File: src/verilog/timer0_pkg.sv
// Package for the shared-prescaler timer: offsets, fields, resets, timing.
// Assumes a single 100 MHz system clock and a plain register port.
`default_nettype none
package timer0_pkg;
  // Register offsets (printed offsets are byte addresses on this port)
  localparam logic [7:0] TIMER_COUNT_OFS  = 8'h01;
  localparam logic [7:0] INTR_CTRL_OFS    = 8'h0b;
  localparam logic [7:0] OPTION_CFG_OFS   = 8'h81;
  localparam logic [7:0] INTR_STATUS_OFS  = 8'h90;
  localparam logic [7:0] INTR_MASK_OFS    = 8'h91;
  // Option register fields
  localparam int SRC_SEL_BIT   = 5;
  localparam int EDGE_SEL_BIT  = 4;
  localparam int OWNER_SEL_BIT = 3;
  localparam int RATIO_MSB     = 2;
  // Interrupt control field: overflow flag
  localparam int OVF_FLAG_BIT  = 2;
  // Reset values
  localparam logic [7:0] OPTION_RESET = 8'hff;
  localparam logic [7:0] INTR_RESET   = 8'h00;
  localparam logic [7:0] COUNT_RESET  = 8'h00;
  localparam logic [1:0] STAT_RESET   = 2'h0;
  // Interrupt status bits
  localparam int EV_OVF_BIT    = 0;
  localparam int EV_WDT_BIT    = 1;
  // Instruction cycle is four system clocks (phases Q1..Q4)
  localparam int PHASES        = 4;
  // Increments held off after a count write, in instruction cycles
  localparam int INHIBIT_CYC   = 2;
  localparam logic [3:0] INHIBIT_CLKS = 4'(INHIBIT_CYC * PHASES);
endpackage
`default_nettype wire

File: src/verilog/prescale_counter.sv
// Eight-bit prescaler counter with a selectable output tap.
// Assumes the owner supplies a one-cycle advance pulse and a clear.
`default_nettype none
module prescale_counter #(
  parameter int WIDTH = 8
) (
  input  wire logic       i_sys_clk,
  input  wire logic       i_rst,
  input  wire logic       i_clear,     // Synchronous clear, wins over advance
  input  wire logic       i_advance,   // One-cycle advance pulse
  input  wire logic [3:0] i_tap,       // Tap index, 0 means bypass
  output logic            o_tap_pulse  // Pulse when selected tap wraps
);
  logic [WIDTH-1:0] count_r;   // Hidden count, no software path
  logic [WIDTH-1:0] count_nxt; // Value after this advance
  logic             wrap;      // Selected tap rolls over

  assign count_nxt = count_r + WIDTH'(1);

  // Tap wraps when every bit below it is set before the advance
  always_comb begin
    wrap = 1'b0;
    if (i_tap == 4'h0) begin
      wrap = i_advance;
    end else begin
      wrap = i_advance &&
             ((count_r & ((WIDTH'(1) << i_tap[2:0]) - WIDTH'(1)))
              == ((WIDTH'(1) << i_tap[2:0]) - WIDTH'(1))) &&
             (i_tap <= 4'(WIDTH)) &&
             ((i_tap == 4'(WIDTH)) ? (&count_r) : 1'b1);
    end
  end

  // Counter: cleared on demand, otherwise advances
  always_ff @(posedge i_sys_clk) begin
    if (i_rst || i_clear) begin
      count_r <= '0;
    end else if (i_advance) begin
      count_r <= count_nxt;
    end
  end

  assign o_tap_pulse = wrap;
endmodule
`default_nettype wire

File: src/verilog/timer0_shared_prescaler.sv
// Eight-bit timer/counter with one prescaler shared with a watchdog.
// Assumes the count pin is synchronous to i_sys_clk and the watchdog
// lives outside; this block feeds it ticks and clear requests.
//
// Strobed register access was chosen for this implementation.
`default_nettype none
module timer0_shared_prescaler #(
  parameter int PRESCALE_W = 8
) (
  input  wire logic       i_sys_clk,
  input  wire logic       i_rst,
  input  wire logic [7:0] i_addr,            // Register byte address
  input  wire logic [7:0] i_wdata,           // Write data
  input  wire logic       i_wr,              // Write strobe
  input  wire logic       i_rd,              // Read strobe
  output logic      [7:0] o_rdata,           // Read data, cycle after i_rd
  input  wire logic       i_timer_ext_count_pin, // External count input
  input  wire logic       i_watchdog_clear_instr, // Watchdog-clear pulse
  input  wire logic       i_watchdog_base_tick,   // Watchdog oscillator tick
  output logic            o_watchdog_tick,   // Scaled tick to watchdog
  output logic            o_watchdog_clear,  // Clears watchdog counter
  output logic            o_irq              // Level interrupt
);
  logic [7:0] timer_count_reg;        // Count register
  logic [7:0] interrupt_control_reg;  // Interrupt control register
  logic [7:0] option_cfg_r;           // Option configuration
  logic [1:0] intr_status_r;          // Sticky event bits
  logic [1:0] intr_mask_r;            // Event masks
  // Timing state. The phase counter stands in for the four internal
  // phase clocks; everything else runs on every system clock edge.
  logic [1:0] phase_r;                // Q1..Q4 phase counter
  logic       pin_sync_r;             // Latest Q2 or Q4 sample
  logic       pin_prev_r;             // Previous synchronised level
  logic [3:0] inhibit_r;              // Increment hold-off counter
  logic [7:0] rdata_r;                // Registered read data

  // Decoded fields and strobes. All of these are combinational and are
  // derived from the registers above, the prescaler output or the module inputs.
  logic       count_src_sel;
  logic       count_edge_sel;
  logic       prescaler_owner_sel;
  logic [2:0] prescale_ratio_sel;
  logic       wr_count;
  logic       wr_intr;
  logic       wr_status;
  logic       instr_tick;
  logic       pin_level;
  logic       pin_edge;
  logic       timer_src;
  logic       pre_advance;
  logic       pre_clear;
  logic [3:0] pre_tap;
  logic       pre_out;
  logic       timer_inc;
  logic       wrap;
  logic       ovf_event;

  assign count_src_sel       = option_cfg_r[timer0_pkg::SRC_SEL_BIT];
  assign count_edge_sel      = option_cfg_r[timer0_pkg::EDGE_SEL_BIT];
  assign prescaler_owner_sel = option_cfg_r[timer0_pkg::OWNER_SEL_BIT];
  assign prescale_ratio_sel  = option_cfg_r[timer0_pkg::RATIO_MSB:0];

  // Write decodes
  assign wr_count  = i_wr && (i_addr == timer0_pkg::TIMER_COUNT_OFS);
  assign wr_intr   = i_wr && (i_addr == timer0_pkg::INTR_CTRL_OFS);
  assign wr_status = i_wr && (i_addr == timer0_pkg::INTR_STATUS_OFS);

  // Instruction cycle phase, Q1 at 0 through Q4 at 3.
  // Reset starts the cycle at Q1, so the first instruction tick comes
  // on the fourth edge after release. Nothing here realigns the phase
  // to the bus; software sees the phase only through timer behaviour.
  always_ff @(posedge i_sys_clk) begin
    if (i_rst) begin
      phase_r <= 2'h0;
    end else begin
      phase_r <= phase_r + 2'h1;
    end
  end
  assign instr_tick = (phase_r == 2'h3);

  // Pin level, inverted for falling-edge counting
  assign pin_level = i_timer_ext_count_pin ^ count_edge_sel;

  // Sample on Q2 and Q4; the latest sample is the synchronised level.
  // Samples are two clocks apart, so a level that stands two clocks is
  // always seen, while a shorter pulse may fall between samples.
  // Reset sets both flops high: the reset option counts falling edges,
  // so an idle-low pin reads high and gives no false edge on release.
  always_ff @(posedge i_sys_clk) begin
    if (i_rst) begin
      pin_sync_r <= 1'b1;
      pin_prev_r <= 1'b1;
    end else begin
      if (phase_r[0]) begin
        // Phase 1 is Q2, phase 3 is Q4
        pin_sync_r <= pin_level;
      end
      pin_prev_r <= pin_sync_r;
    end
  end
  // Rising edge of the synchronised level, one clock wide.
  // Changing the edge select flips the level and may give one edge;
  // software should clear the count after changing the option bits.
  assign pin_edge = pin_sync_r && !pin_prev_r;

  // Timer source: instruction cycle or pin edge
  assign timer_src = count_src_sel ? pin_edge : instr_tick;

  // Prescaler is driven by its owner only
  // Moving the owner does not clear the count; software must clear it
  // first, or the first scaled tick to the new owner comes early.
  assign pre_advance = prescaler_owner_sel ? i_watchdog_base_tick
                                           : timer_src;
  // Tap: timer gets ratio+1, watchdog gets ratio
  assign pre_tap = prescaler_owner_sel ? {1'b0, prescale_ratio_sel}
                                       : ({1'b0, prescale_ratio_sel}
                                          + 4'h1);
  // Clears touch the count only, never the option bits
  assign pre_clear = (!prescaler_owner_sel && wr_count) ||
                     (prescaler_owner_sel && i_watchdog_clear_instr);

  // Count is internal to the instance, no software path
  prescale_counter #(
    .WIDTH       (PRESCALE_W)
  ) u_prescaler (
    .i_sys_clk   (i_sys_clk),
    .i_rst       (i_rst),
    .i_clear     (pre_clear),
    .i_advance   (pre_advance),
    .i_tap       (pre_tap),
    .o_tap_pulse (pre_out)
  );

  // Non-owner runs unscaled; bypass passes source straight through
  assign timer_inc = prescaler_owner_sel ? timer_src : pre_out;
  assign o_watchdog_tick = prescaler_owner_sel ? pre_out
                                               : i_watchdog_base_tick;
  // Watchdog clear always reaches the watchdog counter
  assign o_watchdog_clear = i_watchdog_clear_instr;

  // Hold-off after a count write, counted in system clocks
  // Counting clocks rather than instruction ticks keeps the hold-off the
  // same length whatever phase the write lands in. A new write reloads
  // the counter, so back-to-back writes extend the hold-off.
  always_ff @(posedge i_sys_clk) begin
    if (i_rst) begin
      inhibit_r <= 4'h0;
    end else if (wr_count) begin
      inhibit_r <= timer0_pkg::INHIBIT_CLKS;
    end else if (inhibit_r != 4'h0) begin
      inhibit_r <= inhibit_r - 4'h1;
    end
  end

  // Count register: write wins, then gated increment
  // The prescaler still advances while increments are held off, so a
  // pin edge in that window may be absorbed by the prescaler.
  always_ff @(posedge i_sys_clk) begin
    if (i_rst) begin
      timer_count_reg <= timer0_pkg::COUNT_RESET;
    end else if (wr_count) begin
      timer_count_reg <= i_wdata;
    end else if (timer_inc && (inhibit_r == 4'h0)) begin
      timer_count_reg <= timer_count_reg + 8'h01;
    end
  end
  assign wrap = !wr_count && timer_inc && (inhibit_r == 4'h0) &&
                (timer_count_reg == 8'hff);
  assign ovf_event = wrap;

  // Interrupt control: overflow set beats software clear
  // Only the overflow bit has hardware behind it; the other bits are
  // plain storage so software can keep its enables here.
  always_ff @(posedge i_sys_clk) begin
    if (i_rst) begin
      interrupt_control_reg <= timer0_pkg::INTR_RESET;
    end else begin
      if (wr_intr) begin
        interrupt_control_reg <= i_wdata;
      end
      if (ovf_event) begin
        interrupt_control_reg[timer0_pkg::OVF_FLAG_BIT] <= 1'b1;
      end
    end
  end

  // Option register; untouched by prescaler clears
  always_ff @(posedge i_sys_clk) begin
    if (i_rst) begin
      option_cfg_r <= timer0_pkg::OPTION_RESET;
    end else if (i_wr && (i_addr == timer0_pkg::OPTION_CFG_OFS)) begin
      option_cfg_r <= i_wdata;
    end
  end

  // Sticky status, write one to clear, event wins.
  // Losing an event that lands with the clear would hide an overflow
  // from software, so the event is ORed in after the clear mask.
  always_ff @(posedge i_sys_clk) begin
    if (i_rst) begin
      intr_status_r <= timer0_pkg::STAT_RESET;
    end else begin
      intr_status_r <= (intr_status_r & ~(wr_status ? i_wdata[1:0]
                                                    : 2'h0))
                       | {i_watchdog_clear_instr, ovf_event};
    end
  end

  // Interrupt mask
  always_ff @(posedge i_sys_clk) begin
    if (i_rst) begin
      intr_mask_r <= 2'h0;
    end else if (i_wr && (i_addr == timer0_pkg::INTR_MASK_OFS)) begin
      intr_mask_r <= i_wdata[1:0];
    end
  end

  // Level interrupt from registers only, so it never glitches
  assign o_irq = |(intr_status_r & intr_mask_r);

  // Read mux; unmapped addresses read zero.
  // Data stand for one cycle only and are zero otherwise, so an OR-bus
  // of several slaves needs no extra gating.
  // The prescaler count has no address here at all.
  always_ff @(posedge i_sys_clk) begin
    if (i_rst) begin
      rdata_r <= 8'h00;
    end else if (i_rd) begin
      case (i_addr)
        timer0_pkg::TIMER_COUNT_OFS: rdata_r <= timer_count_reg;
        timer0_pkg::INTR_CTRL_OFS:   rdata_r <= interrupt_control_reg;
        timer0_pkg::OPTION_CFG_OFS:  rdata_r <= option_cfg_r;
        timer0_pkg::INTR_STATUS_OFS: rdata_r <= {6'h00, intr_status_r};
        timer0_pkg::INTR_MASK_OFS:   rdata_r <= {6'h00, intr_mask_r};
        default:                     rdata_r <= 8'h00;
      endcase
    end else begin
      rdata_r <= 8'h00;
    end
  end
  assign o_rdata = rdata_r;
endmodule
`default_nettype wire

File: config.mk
export PLATFORM = sky130hd
export DESIGN_NAME = timer0_shared_prescaler
export DESIGN_NICKNAME = d
export VERILOG_FILES = /design/src/verilog/timer0_pkg.sv /design/src/verilog/prescale_counter.sv /design/src/verilog/timer0_shared_prescaler.sv
export SDC_FILE = /design/constraint.sdc
export NUM_CORES = 1
export LEC_CHECK = 0
export BUFFER_PORTS_ARGS = -buffer_cell sky130_fd_sc_hd__buf_4
export CAP_MARGIN = 20
export CORE_UTILIZATION = 40
export CTS_CLUSTER_SIZE = 25
export DETAILED_ROUTE_END_ITERATION = 8
export GPL_TIMING_DRIVEN = 0
export PLACE_DENSITY = 0.69
export SETUP_SLACK_MARGIN = 0.1
export SYNTH_ARGS = -nofsm -noshare
export SYNTH_HDL_FRONTEND = slang
export SYNTH_SLANG_ARGS = --single-unit
File: constraint.sdc
create_clock -name i_sys_clk -period 5.9 [get_ports i_sys_clk]
set_input_delay 1.18 -clock i_sys_clk [delete_from_list [all_inputs] [get_ports i_sys_clk]]
set_output_delay 1.18 -clock i_sys_clk [all_outputs]
set_load 0.02 [all_outputs]
==> results_dict.tcl, run 1 <==
set metrics [dict create \
    outcome "finished with violations" \
    violations "design-rule violations" \
    grt_pass1_vias 2219 \
    antenna_found_initial 0 \
    worst_pin_slew_ns 0.6672 \
    relSlewSlack_pct 55.39 \
    drt_pre_antenna_iters 9 \
    place_hpwl_um 4931 \
    coreArea_mm2 0.006495 \
    ys_ff_latch 52 \
    cp.required_ns 4.72 \
    syn_inst 334 \
    cts_root_buf "clkbuf_8" \
    drive_gt1_share_pct 15.47 \
    htreeDepth 2 \
    synthArstFlopShare_pct 0 \
    cts_buffers 5 \
    synth_area_mm2 0.002746 \
    p_leak_nw 1.297 \
    synth_enable_flop_cells 0 \
    antenna_left 0 \
    clk_pin_slew_ns 0.10 \
    total_power_mw 0.6878 \
    dp_slack_ns 1.705 \
    clk_path_buf_depth 2 \
    area_growth_pct 15.58 \
    clock_latency_ns 0.32 \
    synth_area_per_cell_um2 8.223 \
    nets 404 \
    cellPowerDensity_mw_per_mm2 216.7 \
    setup_viol 0 \
    num_vias 2597 \
    cp.arrival_ns 3.39 \
    drt_iter0_drc 203 \
    yosysWarnings 0 \
    finalHoldViolCount 0 \
    drc 2 \
    io_pins 34 \
    viasPerCell 5.746 \
    start_kind "flop" \
    period_minus_slack_ns 4.570 \
    fmax_mhz 218.8 \
    cp-end-kind "primary output" \
    cts_resized 0 \
    layout_worst_path_cycle_share_pct 77.45 \
    wl_um 6819 \
    grt_max_degree 17 \
    fin_tns_setup_ns 0 \
    ys_top_cells_by_area "dfxtp_1, nand2_1, nor2_1" \
    n_fill_cell 673 \
    ir_drop_mv 0.1353 \
    final_max_slew_viol_count 0 \
    worstSetupPathType "flop to primary output" \
    grt_pass1_wl_um 11010 \
    gp_congestion 0.8633 \
    stdcell_count 452 \
    grt_use_total_pct 19.40 \
    overflow 0 \
    clock-sinks 52 \
    holdBufCountCts 0 \
    setup_ws_ns 1.330 \
    cts_tree "built" \
    min_path_type "flop to flop" \
    std_cell_rows 29 \
    die_x_um 84.86 \
    die_h_um 84.86 \
    grt_setup_unrepaired "false" \
    synth_area_leader_cell "dfxtp_1" \
    diodes 0 \
    placed_cells 442 \
    fin_worst_skew_ns 0.01479 \
    synth_fp_nets 364 \
    synth_seq_area_share_pct 37.90 \
    synth_top_cell_area_share_pct 37.90 \
    wire_per_inst_um 15.09 \
    post-cts-setup-buffers 0 \
    synthFlopType "dfxtp_1" \
    numPortBuffers 31 \
    maxCapViolations 0 \
    cp_max_fo 7 \
    netlist-cell-type-count 52 \
    dieArea_mm2 0.007201 \
    initial_core_util_pct 42.28 \
]
-- critical path, stage by stage, from the launching register on --
cell	delay, ns
dfxtp_1	0.42
ha_1	0.28
xor2_1	0.31
nor2_1	0.08
a21oi_1	0.36
ha_1	0.21
buf_2	0.18
nor3b_1	0.08
a211oi_2	0.19
nor4_1	0.10
a2111oi_4	0.40
nand2_1	0.10
a31oi_1	0.20
buf_4	0.17
-- cells by family after synthesis --
group | Yosys count | synth area share (%)
muxes | 14 | 5.194
buffers and inverters | 32 | 5.239
DFF | 52 | 37.90
AOI/OAI and AO/OA | 68 | 18.09
xor gates and xnor gates | 13 | 4.146
and+or+nand+nor | 148 | 26.24
adders and majority gates | 7 | 3.189
-- synth_stat cells (all sizes together) (9+ instances only) --
cell type   n
inv        13
and3        9
nand2      37
nor2       36
mux2i      12
o21ai       9
clkbuf     10
buf         9
nand3      24
a21oi      18
dfxtp      52
-- cells in the final DEF, fill, tap and decap left out, types with 3 or more instances in the layout --
cell	n
dfxtp_1	52
nand2_1	37
nor2_1	36
buf_4	34
nand3_1	24
a21oi_1	18
inv_1	13
mux2i_1	12
clkbuf_1	11
o21ai_0	9
and3_1	9
xor2_1	7
nand4_1	7
ha_1	7
nor4_1	6
nor3_1	6
xnor2_1	6
a22oi_1	6
buf_2	5
a211oi_1	5
a31oi_1	5
or3_1	5
clkbuf_8	5
nor2b_1	4
o211ai_1	4
nor3b_1	3
or4_1	3
-- worst paths after layout --
kind                                       from                 end  slack (ns)  cells after the start
worst min-delay path                 phase_r[0]          phase_r[0]        0.46                      1
worst min register to register       phase_r[0]          phase_r[0]        0.46                      1
worst max register to register  option_cfg_r[0]  timer_count_reg[7]        2.22                     13
worst max-delay path            option_cfg_r[0]     o_watchdog_tick        1.33                     13
-- metrics by stage --
| step | hold slack [ns] | util, % | cell area [µm²] |
|---|---|---|---|
| after floorplan | 0.4266 | - | 2746 |
| after global placement | 0.4426 | 47.35 | 3075 |
| after detailed placement | 0.4524 | 47.35 | 3075 |
| after CTS | 0.4725 | 48.72 | 3164 |
| after global routing | 0.5002 | 48.87 | 3174 |
| final | 0.4630 | 48.87 | 3174 |
-- where the power goes --
part	leakage, nW	switching (mW)	internal [mW]	total (mW)
Sequential	0.421	0.0136	0.367	0.381
Combinational	0.834	0.0545	0.0452	0.0997
Clock	0.0414	0.123	0.0846	0.207
-- area by class of cell --
cell class / instances / area, µm² / share of cell area (%)
multi-input combinational: 250 / 1562 / 49.19
tap: 77 / 96.34 / 3.035
timing repair buffer: 33 / 242.7 / 7.647
sequential: 52 / 1041 / 32.79
buffer: 19 / 95.09 / 2.996
inverter: 13 / 48.80 / 1.537
clock buffer: 6 / 72.57 / 2.286
clock inverter: 2 / 16.27 / 0.5124
-- routing by layer --
layer	global-route usage, %	wire (µm)	vias to the layer above
li1	-	-	1282
met1	27.14	3079	1219
met2	30.08	3153	85
met3	3.502	489	11
met4	6.934	95	0
met5	0	0	-
No activity file was read; power rests on OpenSTA's default activity.
==> run 2: changes to the inputs <==
- PLACE_DENSITY: 0.69 -> 0.71
- clock period: 5.9 -> 4.1 ns (I/O delays scaled with it)
==> run 2 against run 1 <==
Net effect: the run now ends clean; clock skew down 0.0051 ns; total power up 44%; cell count unchanged.
==> results_dict.tcl, run 2 (same netlist as run 1, synthesis figures left out) <==
set metrics [dict create \
    diodes 0 \
    fmax_mhz 264.8 \
    grt_max_degree 18 \
    num_vias 2594 \
    cts_buffers 5 \
    cp_max_fo 9 \
    drt_pre_antenna_iters 6 \
    min_path_type "flop to flop" \
    antenna_left 0 \
    grt_setup_unrepaired "false" \
    final_max_slew_viol_count 0 \
    fin_tns_setup_ns 0 \
    outcome "finished, final reports clean" \
    layout_worst_path_cycle_share_pct 92.11 \
    placed_cells 442 \
    p_switching_mw 0.2740 \
    std_cell_rows 29 \
    timing.rr.end "timer_count_reg[7]" \
    grt_use_total_pct 19.08 \
    wire_per_inst_um 14.89 \
    relSlewSlack_pct 23.34 \
    htreeDepth 2 \
    holdBufCountCts 0 \
    hold_depth 2 \
    stdcell_count 452 \
    cp.required_ns 3.28 \
    antenna_found_initial 0 \
    p_int_mw 0.7161 \
    cts_root_buf "clkbuf_8" \
    numPortBuffers 31 \
    worstSetupPathType "flop to primary output" \
    clk_path_buf_depth 2 \
    ir_drop_mv 0.1742 \
    cts_tree "built" \
    seqPwrFrac_pct 55.3 \
    wl_um 6730 \
    viasPerCell 5.739 \
    cp-end-kind "primary output" \
    maxCapViolations 0 \
    final_common_cell "dfxtp_1" \
    worst_pin_slew_ns 1.132 \
    reg2reg_depth 13 \
    cp.arrival_ns 2.96 \
    finalHoldViolCount 0 \
    setup_viol 0 \
    place_hpwl_um 4838 \
    drive_gt1_share_pct 17.33 \
    area_growth_pct 17.22 \
    coreArea_mm2 0.006495 \
    nets 404 \
    cellPowerDensity_mw_per_mm2 307.6 \
    clk_pin_slew_ns 0.10 \
    gp_congestion 0.8284 \
    whs_endpoint "option_cfg_r[7]" \
    pwr-share-comb_pct 14.3 \
    die_x_um 84.86 \
    whs_ns 0.4797 \
    reg2reg_setup_slack_ns 0.86 \
    drc 0 \
    r2r-start "option_cfg_r[0]" \
    p_leak_nw 1.310 \
    clock_latency_ns 0.31 \
    start_kind "flop" \
    initial_core_util_pct 42.28 \
    overflow 0 \
    grt_pass1_wl_um 10940 \
    die_h_um 84.86 \
    io_pins 34 \
    p_clk_share_pct 30.4 \
    fin_worst_skew_ns 0.009712 \
    clock-sinks 52 \
    period_minus_slack_ns 3.777 \
    grt_pass1_vias 2330 \
    holdCritStartpoint "option_cfg_r[7]" \
    drt_iter0_drc 186 \
    layout_common_cells "dfxtp_1, nand2_1, buf_4, nor2_1, nand3_1" \
    swShare_pct 27.68 \
    dieArea_mm2 0.007201 \
]
==> run 2: layout make-up <==
type | instances | area (µm²)
fill | 632 | 3276
clock buffer | 5 | 68.82
multi-input combinational | 250 | 1598
inverter | 13 | 48.80
clock inverter | 3 | 22.52
buffer | 19 | 95.09
sequential | 52 | 1042
timing repair buffer | 33 | 247.7
tap | 77 | 96.34
==> run 2: per-stage QoR <==
stage	util (%)	setup slack, ns	total power, mW	instance area [µm²]
2_1_floorplan	-	0.5160	0.6556	2746
3_3_place_gp	47.35	0.3087	0.6954	3075
3_5_place_dp	47.35	0.2683	0.7005	3075
4_1_cts	48.97	0.1230	0.9986	3181
5_1_grt	49.57	0.1025	1.042	3219
6_report	49.57	0.3234	0.9901	3219
==> run 2: worst max-delay path by stage <==
stage / startpoint / to / slack (ns) / cells after the start
floorplan: option_cfg_r[0] / o_watchdog_tick / 0.52 / 12
CTS: option_cfg_r[0] / o_watchdog_tick / 0.12 / 13
finish: option_cfg_r[0] / o_watchdog_tick / 0.32 / 13
detailed placement: option_cfg_r[0] / o_watchdog_tick / 0.27 / 13
global route: option_cfg_r[0] / o_watchdog_tick / 0.10 / 13
global placement: option_cfg_r[0] / o_watchdog_tick / 0.31 / 13
==> run 2: what timing repair did <==
action	CTS	global route
endpoints found under the setup margin	1	1
gates resized for setup	3	4
buffers inserted	0	2
cloned	0	0
pin swaps	0	2
hold endpoints to repair	0	0
==> run 2: power by group through the flow <==
stage                     Clock [mW]  Sequential, mW  Combinational, mW
final                          0.301           0.548              0.142
after detailed placement           0           0.559              0.141
after global placement             0           0.558              0.137
after floorplan                    0           0.554              0.101
after global routing           0.329           0.550              0.163
after CTS                      0.309           0.547              0.142
==> run 2: metal layers <==
layer	share of wire [%]	wire (µm)	vias up	track usage, %
met5	0	0	-	0
met4	2.3	157	0	8.012
met3	6.3	425	19	3.891
met2	47	3144	103	30.08
met1	45	3002	1187	25.55
li1	-	-	1285	-
==> run 2: critical path, cell delays in order, from the launching register on <==
cell and delay, ns:
dfxtp_2 0.36, ha_2 0.30, buf_2 0.20, nor2_1 0.09, a21oi_2 0.19, ha_1 0.16, buf_2 0.19, nor3b_1 0.08
a211oi_2 0.25, nor4_2 0.10, a2111oi_4 0.27, nand2_1 0.09, a31oi_1 0.20, buf_4 0.17
==> run 3: changes to the inputs <==
- CORE_ASPECT_RATIO: default -> 1.2
==> run 3 against run 2 <==
Net effect: sequential power hardly changed; via count hardly changed; die area hardly changed; cell count is 1.8% higher; total power is 5.9% higher; clock skew is 0.0010 ns lower; register-to-register slack worse by 0.03 ns; maximum frequency is 0.36% higher; sequential share of layout area is 0.075 points lower; sequential cell count stayed put; largest cell class unchanged.
==> results_dict.tcl, run 3 (same netlist as run 1, synthesis figures left out) <==
set metrics [dict create \
    swShare_pct 26.10 \
    cts_buffers 5 \
    cp.arrival_ns 2.94 \
    period_minus_slack_ns 3.763 \
    finalHoldViolCount 0 \
    fin_tns_setup_ns 0 \
    start_kind "flop" \
    placed_cell_area_mm2 0.003085 \
    relSlewSlack_pct 26.39 \
    worst_pin_slew_ns 1.102 \
    final_common_cell "dfxtp_1" \
    clk_pin_slew_ns 0.10 \
    antenna_found_initial 0 \
    critPathMostFrequentCell "buf_2" \
    worstSetupPathType "flop to primary output" \
    startpoint "option_cfg_r[0]" \
    grt_pass1_wl_um 11450 \
    total_power_mw 1.049 \
    grt_pass1_vias 2413 \
    numPortBuffers 31 \
    grt_use_total_pct 19.91 \
    p_leak_nw 1.312 \
    multi_input_area_mm2 0.001582 \
    seqPwrFrac_pct 52.1 \
    diodes 0 \
    clock_latency_ns 0.31 \
    antenna_left 0 \
    cp_max_fo 9 \
    reg2reg_depth 12 \
    cpMaxStageDelayCell "dfxtp_2" \
    layout_common_cells "dfxtp_1, nand2_1, nor2_1" \
    overflow 0 \
    layout_worst_path_cycle_share_pct 91.79 \
    drt_iter0_drc 138 \
    drive_gt1_share_pct 16.80 \
    min_path_type "flop to flop" \
    r2r-start "option_cfg_r[0]" \
    n_fill_cell 638 \
    wl_um 6807 \
    gp_congestion 0.8589 \
    setup_viol 0 \
    holdBufCountCts 0 \
    clk_path_buf_depth 2 \
    p_switching_mw 0.2738 \
    place_hpwl_um 5129 \
    grt_max_degree 16 \
    wire_per_inst_um 14.80 \
    std_cell_rows 32 \
    die_x_um 77.64 \
    cts_root_buf "clkbuf_8" \
    htreeDepth 2 \
    io_pins 34 \
    dieArea_mm2 0.007203 \
    regArea_mm2 0.001042 \
    final_max_slew_viol_count 0 \
    path_cells "ha_2 > buf_2 > nor4_1 > a21oi_1 > ha_1 > buf_2 > a211oi_1 > nor4_2 > a2111oi_4 > nand2_1 > a31oi_1 > buf_4" \
    cts_tree "built" \
    drc 0 \
    area_growth_pct 17.49 \
    timing.rr.end "timer_count_reg[7]" \
    viasPerCell 5.643 \
    stdcell_area_mm2 0.003227 \
    coreArea_mm2 0.006526 \
    drt_pre_antenna_iters 4 \
    slowest_delay_ns 0.39 \
    cellPowerDensity_mw_per_mm2 325.1 \
    outcome "finished, final reports clean" \
    p_int_mw 0.7752 \
    clock-sinks 52 \
    maxCapViolations 0 \
    cp.required_ns 3.28 \
    initial_core_util_pct 42.08 \
    reg2reg_setup_slack_ns 0.83 \
    nets 404 \
    fmax_mhz 265.7 \
    cp-end-kind "primary output" \
    pwr-share-comb_pct 13.8 \
    fin_worst_skew_ns 0.008671 \
    p_clk_share_pct 34.1 \
    num_vias 2596 \
    grt_setup_unrepaired "false" \
    ir_drop_mv 0.2308 \
    endpoint "o_watchdog_tick" \
    die_h_um 92.77 \
]
run 3: critical path, delay by kind of cell, from the launching register on:
family	cells	cell delay [ns]
AOI/OAI and AO/OA	4	0.83
DFF	1	0.39
and+or+nand+nor	3	0.43
adders and majority gates	2	0.46
buffers and inverters	3	0.51
run 3: worst min-delay path by stage:
| stage | depth (start not counted) | startpoint | to | slack [ns] |
|---|---|---|---|---|
| after floorplan | 1 | phase_r[0] | phase_r[0] | 0.43 |
| after global placement | 1 | phase_r[0] | phase_r[0] | 0.45 |
| after detailed placement | 1 | pin_sync_r | pin_prev_r | 0.45 |
| after CTS | 1 | pin_sync_r | pin_prev_r | 0.48 |
| after global routing | 1 | pin_sync_r | pin_prev_r | 0.51 |
| final | 2 | option_cfg_r[7] | option_cfg_r[7] | 0.48 |
run 3: final cells by class:
cell class                      instances  area share, %
Multi-Input combinational cell        250          49.01
Inverter                               13          1.512
Timing Repair Buffer                   33          7.600
Clock inverter                          2          1.086
Clock buffer                            6          2.249
Buffer                                 19          2.947
Tap cell                               85          3.296
Sequential cell                        52          32.30
run 3: power groups by stage:
stage / clock (mW) / combinational (mW) / sequential (mW)
after CTS: 0.357 / 0.145 / 0.547
after detailed placement: 0 / 0.143 / 0.559
after floorplan: 0 / 0.101 / 0.554
after global placement: 0 / 0.138 / 0.558
after global routing: 0.383 / 0.169 / 0.550
final: 0.358 / 0.145 / 0.547
run 3: per-layer routing:
layer	part of all wire, %	global-route usage [%]	up-vias
li1	-	-	1290
met2	52	36.80	54
met4	1.1	5.660	0
met5	0	0	-
met3	3.6	3.054	6
met1	43	23.45	1246
run 3: timing repair:
action                     4_1_cts  5_1_grt
setup endpoints to repair        1        1
pin swaps                        1        1
gates resized for setup          3        2
cloned                           0        0
setup buffers                    1        0
run 3: through the flow:
step / hold WS (ns) / utilization (%) / instances / setup slack [ns]
2_1_floorplan: 0.4266 / - / 334 / 0.5160
3_3_place_gp: 0.4482 / 47.28 / 450 / 0.2791
3_5_place_dp: 0.4540 / 47.28 / 450 / 0.2259
4_1_cts: 0.4801 / 49.25 / 459 / 0.1791
5_1_grt: 0.5097 / 49.44 / 460 / 0.1395
6_report: 0.4756 / 49.44 / 460 / 0.3368
